<file path="src/ptc_pkg.sv">
/*
 package of the transmit precision-time command decoder: command word layout,
 operation codes, decoded control struct and offset and reset constants.
 assumes a single transmit clock and a client that presents the command with
 the first data beat of each frame.
*/
// Functional notes
// - operation field is bits 1:0; code 00 means no capture, frame untouched
// - code 01 is one-step: capture a timestamp and insert it into the frame
// - code 10 is two-step: capture, return timestamp, leave frame untouched
// - code 11 is reserved and behaves exactly like no-action
// - reserved bits 7:2 and 15:9 have no effect
// - checksum-update flag ignored for no-action and two-step
// - one-step with flag set recalculates UDP checksum; clear means none touched
// - one-step and two-step return the 16-bit tag with the timestamp
// - tag is ignored for no-action frames
// - timestamp offset ignored for no-action and two-step
// - time-of-day one-step inserts timestamp at offset counted from first DA byte
// - checksum offset ignored unless one-step with update flag set
// - correction format locates checksum a fixed distance before correction field
// - time-of-day one-step with update set takes checksum position from offset
// - correction format one-step adds 64-bit timestamp to existing correction
// - frame check sequence is computed after all one-step modifications
package ptc_pkg;
   localparam int CMD_W = 64;
   localparam int OP_LSB = 0;
   localparam int UPD_BIT = 8;
   localparam int TAG_LSB = 16;
   localparam int TSOFF_LSB = 32;
   localparam int CSOFF_LSB = 48;
   localparam logic [1:0] OP_NONE = 2'h0;
   localparam logic [1:0] OP_ONE = 2'h1;
   localparam logic [1:0] OP_TWO = 2'h2;
   localparam logic [1:0] OP_RSVD = 2'h3;
   // bytes from udp checksum forward to the ptp correction field
   localparam logic [15:0] CF_CSUM_DIST = 16'h0010;
   localparam logic [15:0] OFF_RESET = 16'h0000;
   localparam logic [15:0] TAG_RESET = 16'h0000;

   typedef struct packed {
      logic capture;    // take a timestamp
      logic insert;     // modify the frame (one-step)
      logic giveBack;   // return timestamp and tag to client
      logic addCorr;    // sum into correction field
      logic csumUpd;    // rewrite udp checksum
      logic [15:0] tag;
      logic [15:0] tsOffset;
      logic [15:0] csumOffset;
   } ptc_ctrl_t;
endpackage

</file>
<file path="src/ptc_tx_cmd_decoder.sv">
/*
 transmit command decoder: latches the command word at the first beat of
 each frame and presents decoded controls to the mac transmit pipeline.
 assumes inputs synchronous to core_clk and an axi-stream style frame bus.
*/
`timescale 1ns/1ps
`default_nettype none
module ptc_tx_cmd_decoder
   import ptc_pkg::*;
#(
   parameter bit CORR_FORMAT = 1'b0
)
(
   // clock and reset
   input wire logic core_clk,
   input wire logic rst_n,
   // frame beat qualifiers from client
   input wire logic txValid,
   input wire logic txReady,
   input wire logic txLast,
   input wire logic [CMD_W-1:0] txCmd,
   // decoded controls to pipeline
   output logic ctrlValid,
   output var ptc_ctrl_t ctrl,
   output logic fcsAfterEdit
);
   // gray along idle to frame and back: one bit moves per step
   typedef enum logic [1:0] {S_IDLE = 2'b00, S_FRAME = 2'b01} ptc_state_t;

   ptc_state_t state;
   ptc_state_t next_state;
   logic beat;
   logic firstBeat;
   ptc_ctrl_t next_ctrl;

   // pure decode, used only by the latch; the checks restate each field themselves
   function automatic ptc_ctrl_t decode(input logic [CMD_W-1:0] c, input bit corr);
      ptc_ctrl_t d;
      logic [1:0] op;
      d = '0;
      op = c[OP_LSB +: 2];
      // reserved bits are never read
      case (op)
         OP_ONE:
         begin
            d.capture = 1'b1;
            d.insert = 1'b1;
            d.giveBack = 1'b1;
            d.addCorr = corr;
            d.tag = c[TAG_LSB +: 16];
            d.tsOffset = c[TSOFF_LSB +: 16];
            d.csumUpd = c[UPD_BIT];
            if (c[UPD_BIT])
            begin
               // correction build fixes the checksum distance, so the offset field is unused
               if (corr)
                  d.csumOffset = c[TSOFF_LSB +: 16] - CF_CSUM_DIST;
               else
                  d.csumOffset = c[CSOFF_LSB +: 16];
            end
         end
         OP_TWO:
         begin
            d.capture = 1'b1;
            d.giveBack = 1'b1;
            d.tag = c[TAG_LSB +: 16];
            // flag and offsets dropped
         end
         OP_NONE, OP_RSVD:
            d = '0;
         default:
            d = '0;
      endcase
      return d;
   endfunction

   // a beat is a transfer the pipeline actually took, stalls do not count
   assign beat = txValid && txReady;
   assign firstBeat = beat && (state == S_IDLE);

   // frame tracker: first beat of a multi-beat frame opens, last beat closes
   always_comb
   begin
      next_state = state;
      case (state)
         S_IDLE:
            if (beat && !txLast)
               next_state = S_FRAME;
         S_FRAME:
            if (beat && txLast)
               next_state = S_IDLE;
         default:
            next_state = S_IDLE;
      endcase
   end

   always_ff @(posedge core_clk or negedge rst_n)
   begin
      if (!rst_n)
         state <= S_IDLE;
      else
         state <= next_state;
   end

   // command sampled only on first beat so later sideband noise cannot leak
   assign next_ctrl = firstBeat ? decode(txCmd, CORR_FORMAT) : ctrl;

   always_ff @(posedge core_clk or negedge rst_n)
   begin
      if (!rst_n)
      begin
         ctrl <= '0;
         ctrlValid <= 1'b0;
         fcsAfterEdit <= 1'b0;
      end
      else
      begin
         ctrl <= next_ctrl;
         // a single-beat frame never leaves idle, so an idle cycle without a
         // new first beat is what ends its one-cycle valid pulse
         if (firstBeat)
            ctrlValid <= 1'b1;
         else if (state == S_IDLE || (beat && txLast))
            ctrlValid <= 1'b0;
         // fcs must wait for every edit of a one-step frame
         fcsAfterEdit <= next_ctrl.insert;
      end
   end

   // checks
   property p_hold;
      @(posedge core_clk) disable iff (!rst_n)
      (state == S_FRAME && !firstBeat) |=> $stable(ctrl);
   endproperty
   a_hold: assert property (p_hold) else $error("ctrl changed mid frame");

   property p_none;
      @(posedge core_clk) disable iff (!rst_n)
      (firstBeat && (txCmd[1:0] == OP_NONE || txCmd[1:0] == OP_RSVD))
         |=> (ctrl == '0);
   endproperty
   a_none: assert property (p_none) else $error("no-action decoded active");

   property p_one;
      @(posedge core_clk) disable iff (!rst_n)
      (firstBeat && txCmd[1:0] == OP_ONE)
         |=> (ctrl.insert && ctrl.capture && ctrl.tag == $past(txCmd[31:16]));
   endproperty
   a_one: assert property (p_one) else $error("one-step decode wrong");

   property p_two;
      @(posedge core_clk) disable iff (!rst_n)
      (firstBeat && txCmd[1:0] == OP_TWO)
         |=> (ctrl.giveBack && !ctrl.insert && !ctrl.csumUpd && ctrl.tsOffset == '0);
   endproperty
   a_two: assert property (p_two) else $error("two-step decode wrong");

   property p_csum;
      @(posedge core_clk) disable iff (!rst_n)
      (firstBeat && txCmd[1:0] == OP_ONE && !CORR_FORMAT)
         |=> (ctrl.csumUpd == $past(txCmd[8]))
             && (ctrl.csumOffset == ($past(txCmd[8]) ? $past(txCmd[63:48]) : 16'h0000));
   endproperty
   a_csum: assert property (p_csum) else $error("checksum decode wrong");

   property p_fcs;
      @(posedge core_clk) disable iff (!rst_n)
      ##1 (fcsAfterEdit == ctrl.insert);
   endproperty
   a_fcs: assert property (p_fcs) else $error("fcs flag disagrees");

   property p_valid;
      @(posedge core_clk) disable iff (!rst_n)
      firstBeat |=> ctrlValid;
   endproperty
   a_valid: assert property (p_valid) else $error("valid missing");

   property p_close;
      @(posedge core_clk) disable iff (!rst_n)
      (beat && txLast && state == S_FRAME) |=> !ctrlValid;
   endproperty
   a_close: assert property (p_close) else $error("valid stuck");

   // a single-beat frame must not leave valid standing once the bus goes quiet
   property p_pulse;
      @(posedge core_clk) disable iff (!rst_n)
      (firstBeat && txLast) ##1 !beat |=> !ctrlValid;
   endproperty
   a_pulse: assert property (p_pulse) else $error("valid outlived frame");

   // correction build: the checksum sits a fixed distance ahead of the field
   property p_corr;
      @(posedge core_clk) disable iff (!rst_n)
      (firstBeat && txCmd[1:0] == OP_ONE && CORR_FORMAT && txCmd[UPD_BIT])
         |=> (ctrl.csumOffset == $past(txCmd[TSOFF_LSB +: 16]) - CF_CSUM_DIST);
   endproperty
   a_corr: assert property (p_corr) else $error("checksum position wrong");

   property p_add;
      @(posedge core_clk) disable iff (!rst_n)
      firstBeat |=> (ctrl.addCorr == (CORR_FORMAT && $past(txCmd[1:0]) == OP_ONE));
   endproperty
   a_add: assert property (p_add) else $error("correction add flag wrong");

   property p_tag;
      @(posedge core_clk) disable iff (!rst_n)
      (firstBeat && txCmd[1:0] == OP_TWO) |=> (ctrl.tag == $past(txCmd[TAG_LSB +: 16]));
   endproperty
   a_tag: assert property (p_tag) else $error("two-step tag lost");

   // the insertion point passes through untouched for one-step frames
   property p_tsoff;
      @(posedge core_clk) disable iff (!rst_n)
      (firstBeat && txCmd[1:0] == OP_ONE)
         |=> (ctrl.tsOffset == $past(txCmd[TSOFF_LSB +: 16]));
   endproperty
   a_tsoff: assert property (p_tsoff) else $error("timestamp offset wrong");

   // scenarios worth seeing at least once
   c_one: cover property (@(posedge core_clk) firstBeat && txCmd[1:0] == OP_ONE);
   c_two: cover property (@(posedge core_clk) firstBeat && txCmd[1:0] == OP_TWO);
   c_rsvd: cover property (@(posedge core_clk) firstBeat && txCmd[1:0] == OP_RSVD);
   c_single: cover property (@(posedge core_clk) firstBeat && txLast);
   c_upd: cover property (@(posedge core_clk) firstBeat && txCmd[1:0] == OP_ONE && txCmd[UPD_BIT]);
endmodule
`default_nettype wire

</file>
<file path="config.mk">
export PLATFORM = sky130hd
export DESIGN_NAME = ptc_tx_cmd_decoder
export DESIGN_NICKNAME = d
export VERILOG_FILES = /design/src/ptc_pkg.sv /design/src/ptc_tx_cmd_decoder.sv
export SDC_FILE = /design/constraint.sdc
export NUM_CORES = 1
export LEC_CHECK = 0
export BUFFER_PORTS_ARGS = -buffer_cell sky130_fd_sc_hd__buf_2
export CAP_MARGIN = 20
export CORE_MARGIN = 2
export CORE_UTILIZATION = 49
export CTS_BUF_LIST = sky130_fd_sc_hd__clkbuf_16
export DETAILED_ROUTE_END_ITERATION = 10
export PLACE_DENSITY = 0.83
export SKIP_LAST_GASP = 1
export SLEW_MARGIN = 20
export SYNTH_ARGS = -nofsm -noshare
export SYNTH_HDL_FRONTEND = slang
export SYNTH_SLANG_ARGS = --single-unit
</file>
<file path="constraint.sdc">
create_clock -name core_clk -period 2.5 [get_ports core_clk]
set_input_delay 0.125 -clock core_clk [delete_from_list [all_inputs] [get_ports core_clk]]
set_output_delay 0.125 -clock core_clk [all_outputs]
set_load 0.005 [all_outputs]
</file>
==> metrics.txt, run 1 <==
Num CTS Buffers=5; leakage power=1.792 nW; layout cell share with drive strength beyond 1=51.99%; hold_buf cts=1; # fillers=400; overall routing resource usage=17.44%; vias in the first global route=1678; leading area contributor after synthesis=dfrtp_1; Crit Reg-Reg Startpoint=state[0]; setup TNS=0 ps; num ports=124; Gate Count Post-Synth=193; multi-input logic area=988.4 µm²; drt first pass iters=4; status=finished, final reports clean; Max Freq=583.7 MHz; placer congestion estimate=0.6746; Warnings, synthesis=0; sequential fraction of the synthesis area=52.61%; Routed Antenna Nets=0; Starting Density=50.00%; clock tree sinks=53; worst vdd ir=0.0004068 V; Hold WC Path Type=in2reg; post-route clock period utilization=68.53%; Setup crit start kind=flop; FP Rows=26; initial antenna violation count=0; final setup vio count=0; top post-synthesis cells by area=dfrtp_1 53%, mux2_4 18%, mux2i_1 7.1%; total grt overflow=0; post-synthesis register bit count=53; commonest non-fill, non-tap cell in the layout=buf_2; Ant. Diodes=0; Remaining DRCs=0; Synth top area share=52.61%; H-tree depth=2; Crit Path Max Fanout=21; Routed wire per std cell=12.71 µm; Crit Path Category=reg2reg; PD cells=735.0 nW/µm²; Yosys cell types=21; vias per inst=4.661; most frequent cells in the layout=109 x buf_2, 53 x dfrtp_1, 31 x mux2_4, 19 x inv_1, 18 x mux2i_1; Register Area=1326 µm²; clk root buf=clkbuf_16; CP Data Required Time=2670 ps; clock transition at the registers of the reported paths=70 ps; Placed Cells=363; core area=5042 µm²; max-cap viol count=0; Post-CTS Setup Inserts=0; final slew viol count=0; post-DP HPWL=3.418 mm; DIE WIDTH=75.73 µm; Port Buffers=109; Die ar.=5735 µm²; largest net degree at the start of global routing=31; Final Hold Vio Count=0; fin cells=372; CTS tree=yes; Syn Area/Cell=13.06 µm²; Setup Skew=10.10 ps; Synth-to-Final Area Change=28.93%; hold_ws=76.45 ps; hold path start=txCmd[39]; Worst setup EP type=flop; Max Root-Sink Buffers=2; Post-Syn Nets=263; Layout Nets=371; Clk Latency, worst-skew pair=290 ps; Initial DRC Count=64; Place WS=799.8 ps; synthesized cell area=2521 µm²; vias after detailed routing=1734; first-pass GRT wire length=7.521 mm; critical path data arrival time=1880 ps; headroom to the max-slew limit=51.42%; Slew @ Worst Pin=728.7 ps; Die H=75.73 µm; RSZ-0062 raised after global routing=false; Critical path origin=state[0]; Final Worst Setup Slack=786.9 ps; Tmin final=1713 ps; Post-Route WL=4.728 mm; CTS resizes=0
worst paths after layout:
kind | slack (ps) | depth (start not counted) | endpoint
worst min register to register | 510 | 1 | ctrl[41]
min in group asynchronous | 410 | 2 | ctrl[32]
worst min-delay path | 80 | 3 | ctrl[23]
worst max-delay path | 790 | 3 | ctrl[47]
worst max register to register | 790 | 3 | ctrl[47]
max in group asynchronous | 1320 | 3 | ctrl[33]
cells in the mapped netlist, drive strengths merged:
master / number
inv: 19
and2b: 2
and3b: 1
a21oi: 1
ha: 1
buf: 12
conb: 1
nand2: 17
nand3: 1
mux2: 33
dfrtp: 53
nor2b: 15
a31o: 1
clkbuf: 2
mux2i: 18
and3: 16
worst max-delay path: stages, from the launching register on:
cell and delay, ps:
dfrtp_1 390, and3b_4 600, buf_4 280, mux2_4 310
cells by family (layout without fill, tap and decap cells):
family | count (synthesis) | after routing | share of synthesized area [%]
AOI/OAI and AO/OA | 2 | 2 | 0.5458
adders and majority gates | 1 | 1 | 0.4962
buffers and inverters | 33 | 142 | 8.337
DFF | 53 | 53 | 52.61
muxes | 51 | 51 | 26.50
other | 1 | 1 | 0.1487
and+or+nand+nor | 52 | 52 | 11.36
metrics by stage:
stage / cell area, µm² / total power [mW] / util [%]
2_1_floorplan: 2521 / 1.399 / -
3_3_place_gp: 3069 / 1.622 / 60.87
3_5_place_dp: 3069 / 1.639 / 60.87
4_1_cts: 3251 / 2.422 / 64.47
5_1_grt: 3251 / 2.534 / 64.47
6_report: 3251 / 2.389 / 64.47
where the power goes:
part | switching (mW) | leakage [nW] | internal, mW | total, mW
Clock | 0.298 | 0.0800 | 0.474 | 0.772
Combinational | 0.206 | 1.01 | 0.314 | 0.520
Sequential | 0.0852 | 0.698 | 1.01 | 1.10
registers in the layout (all words and copies together) (netlist names):
signal / flops
ctrlValid: 1
fcsAfterEdit: 1
ctrl: 50
state: 1
area by class of cell:
| cell class | count | share of cell area, % |
|---|---|---|
| inverters | 19 | 2.194 |
| flip-flops and latches | 53 | 40.80 |
| multi-input cells | 107 | 30.41 |
| well taps | 70 | 2.694 |
| clock inverters | 3 | 1.424 |
| clock buffers | 5 | 3.849 |
| repair buffers | 115 | 18.63 |
routing by layer:
metal / routed length, µm / global-route usage [%] / vias to the layer above / part of all wire, %
met5: 0 / 0 / - / 0
met1: 2190 / 22.75 / 823 / 46
met2: 2196 / 28.21 / 67 / 46
met4: 38 / 5.848 / 0 / 0.80
li1: - / - / 840 / -
met3: 302 / 4.762 / 4 / 6.4
Power figures use the tool's default switching activity.
==> run 2, diff against run 1 <==
--- a/config.mk
+++ b/config.mk
@@ -8,10 +8,10 @@
 export BUFFER_PORTS_ARGS = -buffer_cell sky130_fd_sc_hd__buf_2
 export CAP_MARGIN = 20
 export CORE_MARGIN = 2
-export CORE_UTILIZATION = 49
+export CORE_UTILIZATION = 46
 export CTS_BUF_LIST = sky130_fd_sc_hd__clkbuf_16
 export DETAILED_ROUTE_END_ITERATION = 10
-export PLACE_DENSITY = 0.83
+export PLACE_DENSITY = 0.78
 export SKIP_LAST_GASP = 1
 export SLEW_MARGIN = 20
 export SYNTH_ARGS = -nofsm -noshare
==> constraint.sdc (replaced) <==
create_clock -name core_clk -period 1.8 [get_ports core_clk]
set_input_delay 0.09 -clock core_clk [delete_from_list [all_inputs] [get_ports core_clk]]
set_output_delay 0.09 -clock core_clk [all_outputs]
set_load 0.005 [all_outputs]
==> run 2 against run 1 <==
Effect of this change: count of clock-buffer cells in the layout is the same; combinational power grew 42%; hold slack lost 23 ps; via count grew 0.29%; flip-flop and latch count is the same; worst setup slack lost 410 ps; clock power grew 13%; utilization shrank 2.0 points; register-to-register slack lost 410 ps.
==> metrics.txt, run 2 (synthesis results as in run 1) <==
status=finished, final reports clean; post-route clock period utilization=78.91% (+10 points); Final Hold Vio Count=0 (unchanged); Setup Skew=3.880 ps (-6.219 ps); critical path data arrival time=1590 ps (-290 ps); vias after detailed routing=1739 (+0.29%); Worst setup EP type=flop; Remaining DRCs=0 (unchanged); num ports=124 (unchanged); Post-CTS Setup Inserts=0 (unchanged); Critical path origin=state[0]; commonest non-fill, non-tap cell in the layout=buf_2; dpl cell area=3104 µm² (+1.1%); Biggest register=ctrl; placer congestion estimate=0.7113 (+5.4%); Gate power share=23.5% (+1.7 points); Final Worst Setup Slack=379.5 ps (-407.3 ps); Initial DRC Count=58 (-9.4%); Placed Cells=366 (+0.83%); number of cells on the worst reg-to-reg path=3 (unchanged); Clock Power Share=27.8% (-4.5 points); Place WS=366.4 ps (-433.5 ps); leakage power=1.806 nW (+0.83%); Post-Route WL=5.082 mm (+7.5%); Setup crit start kind=flop; headroom to the max-slew limit=58.49% (+7.1 points); Routed wire per std cell=13.55 µm (+6.6%); CP cell instances=and3b_4 -> buf_12 -> mux2_2; worst vdd ir=0.0005150 V (+27%); switching pwr=0.7852 mW (+33%); clk root buf=clkbuf_16; Hold WC Path Type=in2reg; Sequential Power Share=48.7% (+2.8 points); Die H=78.03 µm (+3.0%); Slew @ Worst Pin=622.7 ps (-106.0 ps); Starting Density=48.44% (-1.6 points); PD cells=965.1 nW/µm² (+31%); initial antenna violation count=0 (unchanged); Synth-to-Final Area Change=28.93% (unchanged); met2 Usage GRT=27.50% (-0.71 points); Crit Path Category=reg2reg; final slew viol count=0 (unchanged); Slowest Stage Delay on Critical Path=400 ps (-200 ps); drt first pass iters=2 (-2); hold depth=3 (unchanged); Ant. Diodes=0 (unchanged); Crit Reg-Reg Startpoint=state[0]; vias per inst=4.637 (-0.51%); Clk Latency, worst-skew pair=280 ps (about the same); CTS tree=yes; P_int=2.352 mW (+31%); max-cap viol count=0 (unchanged); largest net degree at the start of global routing=27 (-13%); Net Sw Frac=25.03% (+0.38 points); post-DP HPWL=3.711 mm (+8.6%); hold_ws=52.99 ps (-23.47 ps); clock tree sinks=53 (unchanged); CP Data Required Time=1970 ps (-700 ps); GRT busiest layer=met2; RSZ-0062 raised after global routing=false; Crit Path Max Fanout=26 (+24%); total grt overflow=0 (unchanged); Util after Layout=62.45% (-2.0 points); fin cells=375 (+0.81%); H-tree depth=2 (unchanged); core area=5205 µm² (+3.2%); Port Buffers=109 (unchanged); grt met3 use=3.908% (-0.85 points); Die ar.=6089 µm² (+6.2%); FP Rows=26 (unchanged); most frequent cells in the layout=109 x buf_2, 53 x dfrtp_1, 31 x mux2_4, 22 x inv_1, 18 x mux2i_1; overall routing resource usage=17.21% (-0.23 points); first-pass GRT wire length=8.404 mm (+12%); DIE WIDTH=78.03 µm (+3.0%); layout cell share with drive strength beyond 1=51.48% (-0.51 points); total power=3.137 mW (+31%); hold path start=txCmd[46]; Num CTS Buffers=5 (unchanged); Max Root-Sink Buffers=2 (unchanged); vias in the first global route=1740 (+3.7%); Max Freq=704.0 MHz (+21%); Layout Nets=374 (+0.81%); post-route cell area=3251 µm² (unchanged); final setup vio count=0 (unchanged); setup TNS=0 ps (unchanged); Routed Antenna Nets=0 (unchanged); met1 global-route usage=24.06% (+1.3 points); Tmin final=1420 ps (-292.7 ps); max reg flops=50 (unchanged); # fillers=456 (+14%); critical path's slowest cell=dfrtp_1; clock transition at the registers of the reported paths=60 ps (about the same)
[run 2: what timing repair did]
| item | CTS | global route |
|---|---|---|
| gates resized for setup | 0 | 0 |
| hold buffers | 1 | 0 |
| endpoints found under the hold margin | 20 | 0 |
[run 2: final timing paths]
| check | endpoint | slack [ps] |
|---|---|---|
| max reg2reg | ctrl[32] | 380 |
| min reg2reg | ctrl[35] | 510 |
| min | ctrl[30] | 50 |
| max in group asynchronous | ctrl[6] | 850 |
| min in group asynchronous | ctrl[38] | 300 |
| max | ctrl[32] | 380 |
[run 2: cell type report]
cell class / instances / area [µm²] / area share, %
Clock inverter: 3 / 11.26 / 0.3464
Multi-Input combinational cell: 107 / 988.4 / 30.41
Timing Repair Buffer: 118 / 640.6 / 19.71
Sequential cell: 53 / 1326 / 40.80
Tap cell: 70 / 87.58 / 2.694
Inverter: 19 / 71.32 / 2.194
Clock buffer: 5 / 125.1 / 3.849
[run 2: power by group through the flow]
stage               Clock (mW)  Combinational, mW  Sequential [mW]
floorplan                    0              0.385             1.56
global placement             0              0.730             1.54
detailed placement           0              0.751             1.54
CTS                      0.900              0.754             1.53
global route             0.949              0.815             1.55
finish                   0.872              0.738             1.53
[run 2: per-layer routing]
metal	vias to the layer above	share of wire (%)
li1	848	-
met1	818	46
met2	69	47
met3	4	6.6
met4	0	0.49
met5	-	0
[run 2: worst max-delay path: cells and delay by family (launching register included)]
family | cells | cell delay [ps]
AND/OR/NAND/NOR | 1 | 340
multiplexers | 1 | 350
flip-flops | 1 | 400
buffers and inverters | 1 | 210
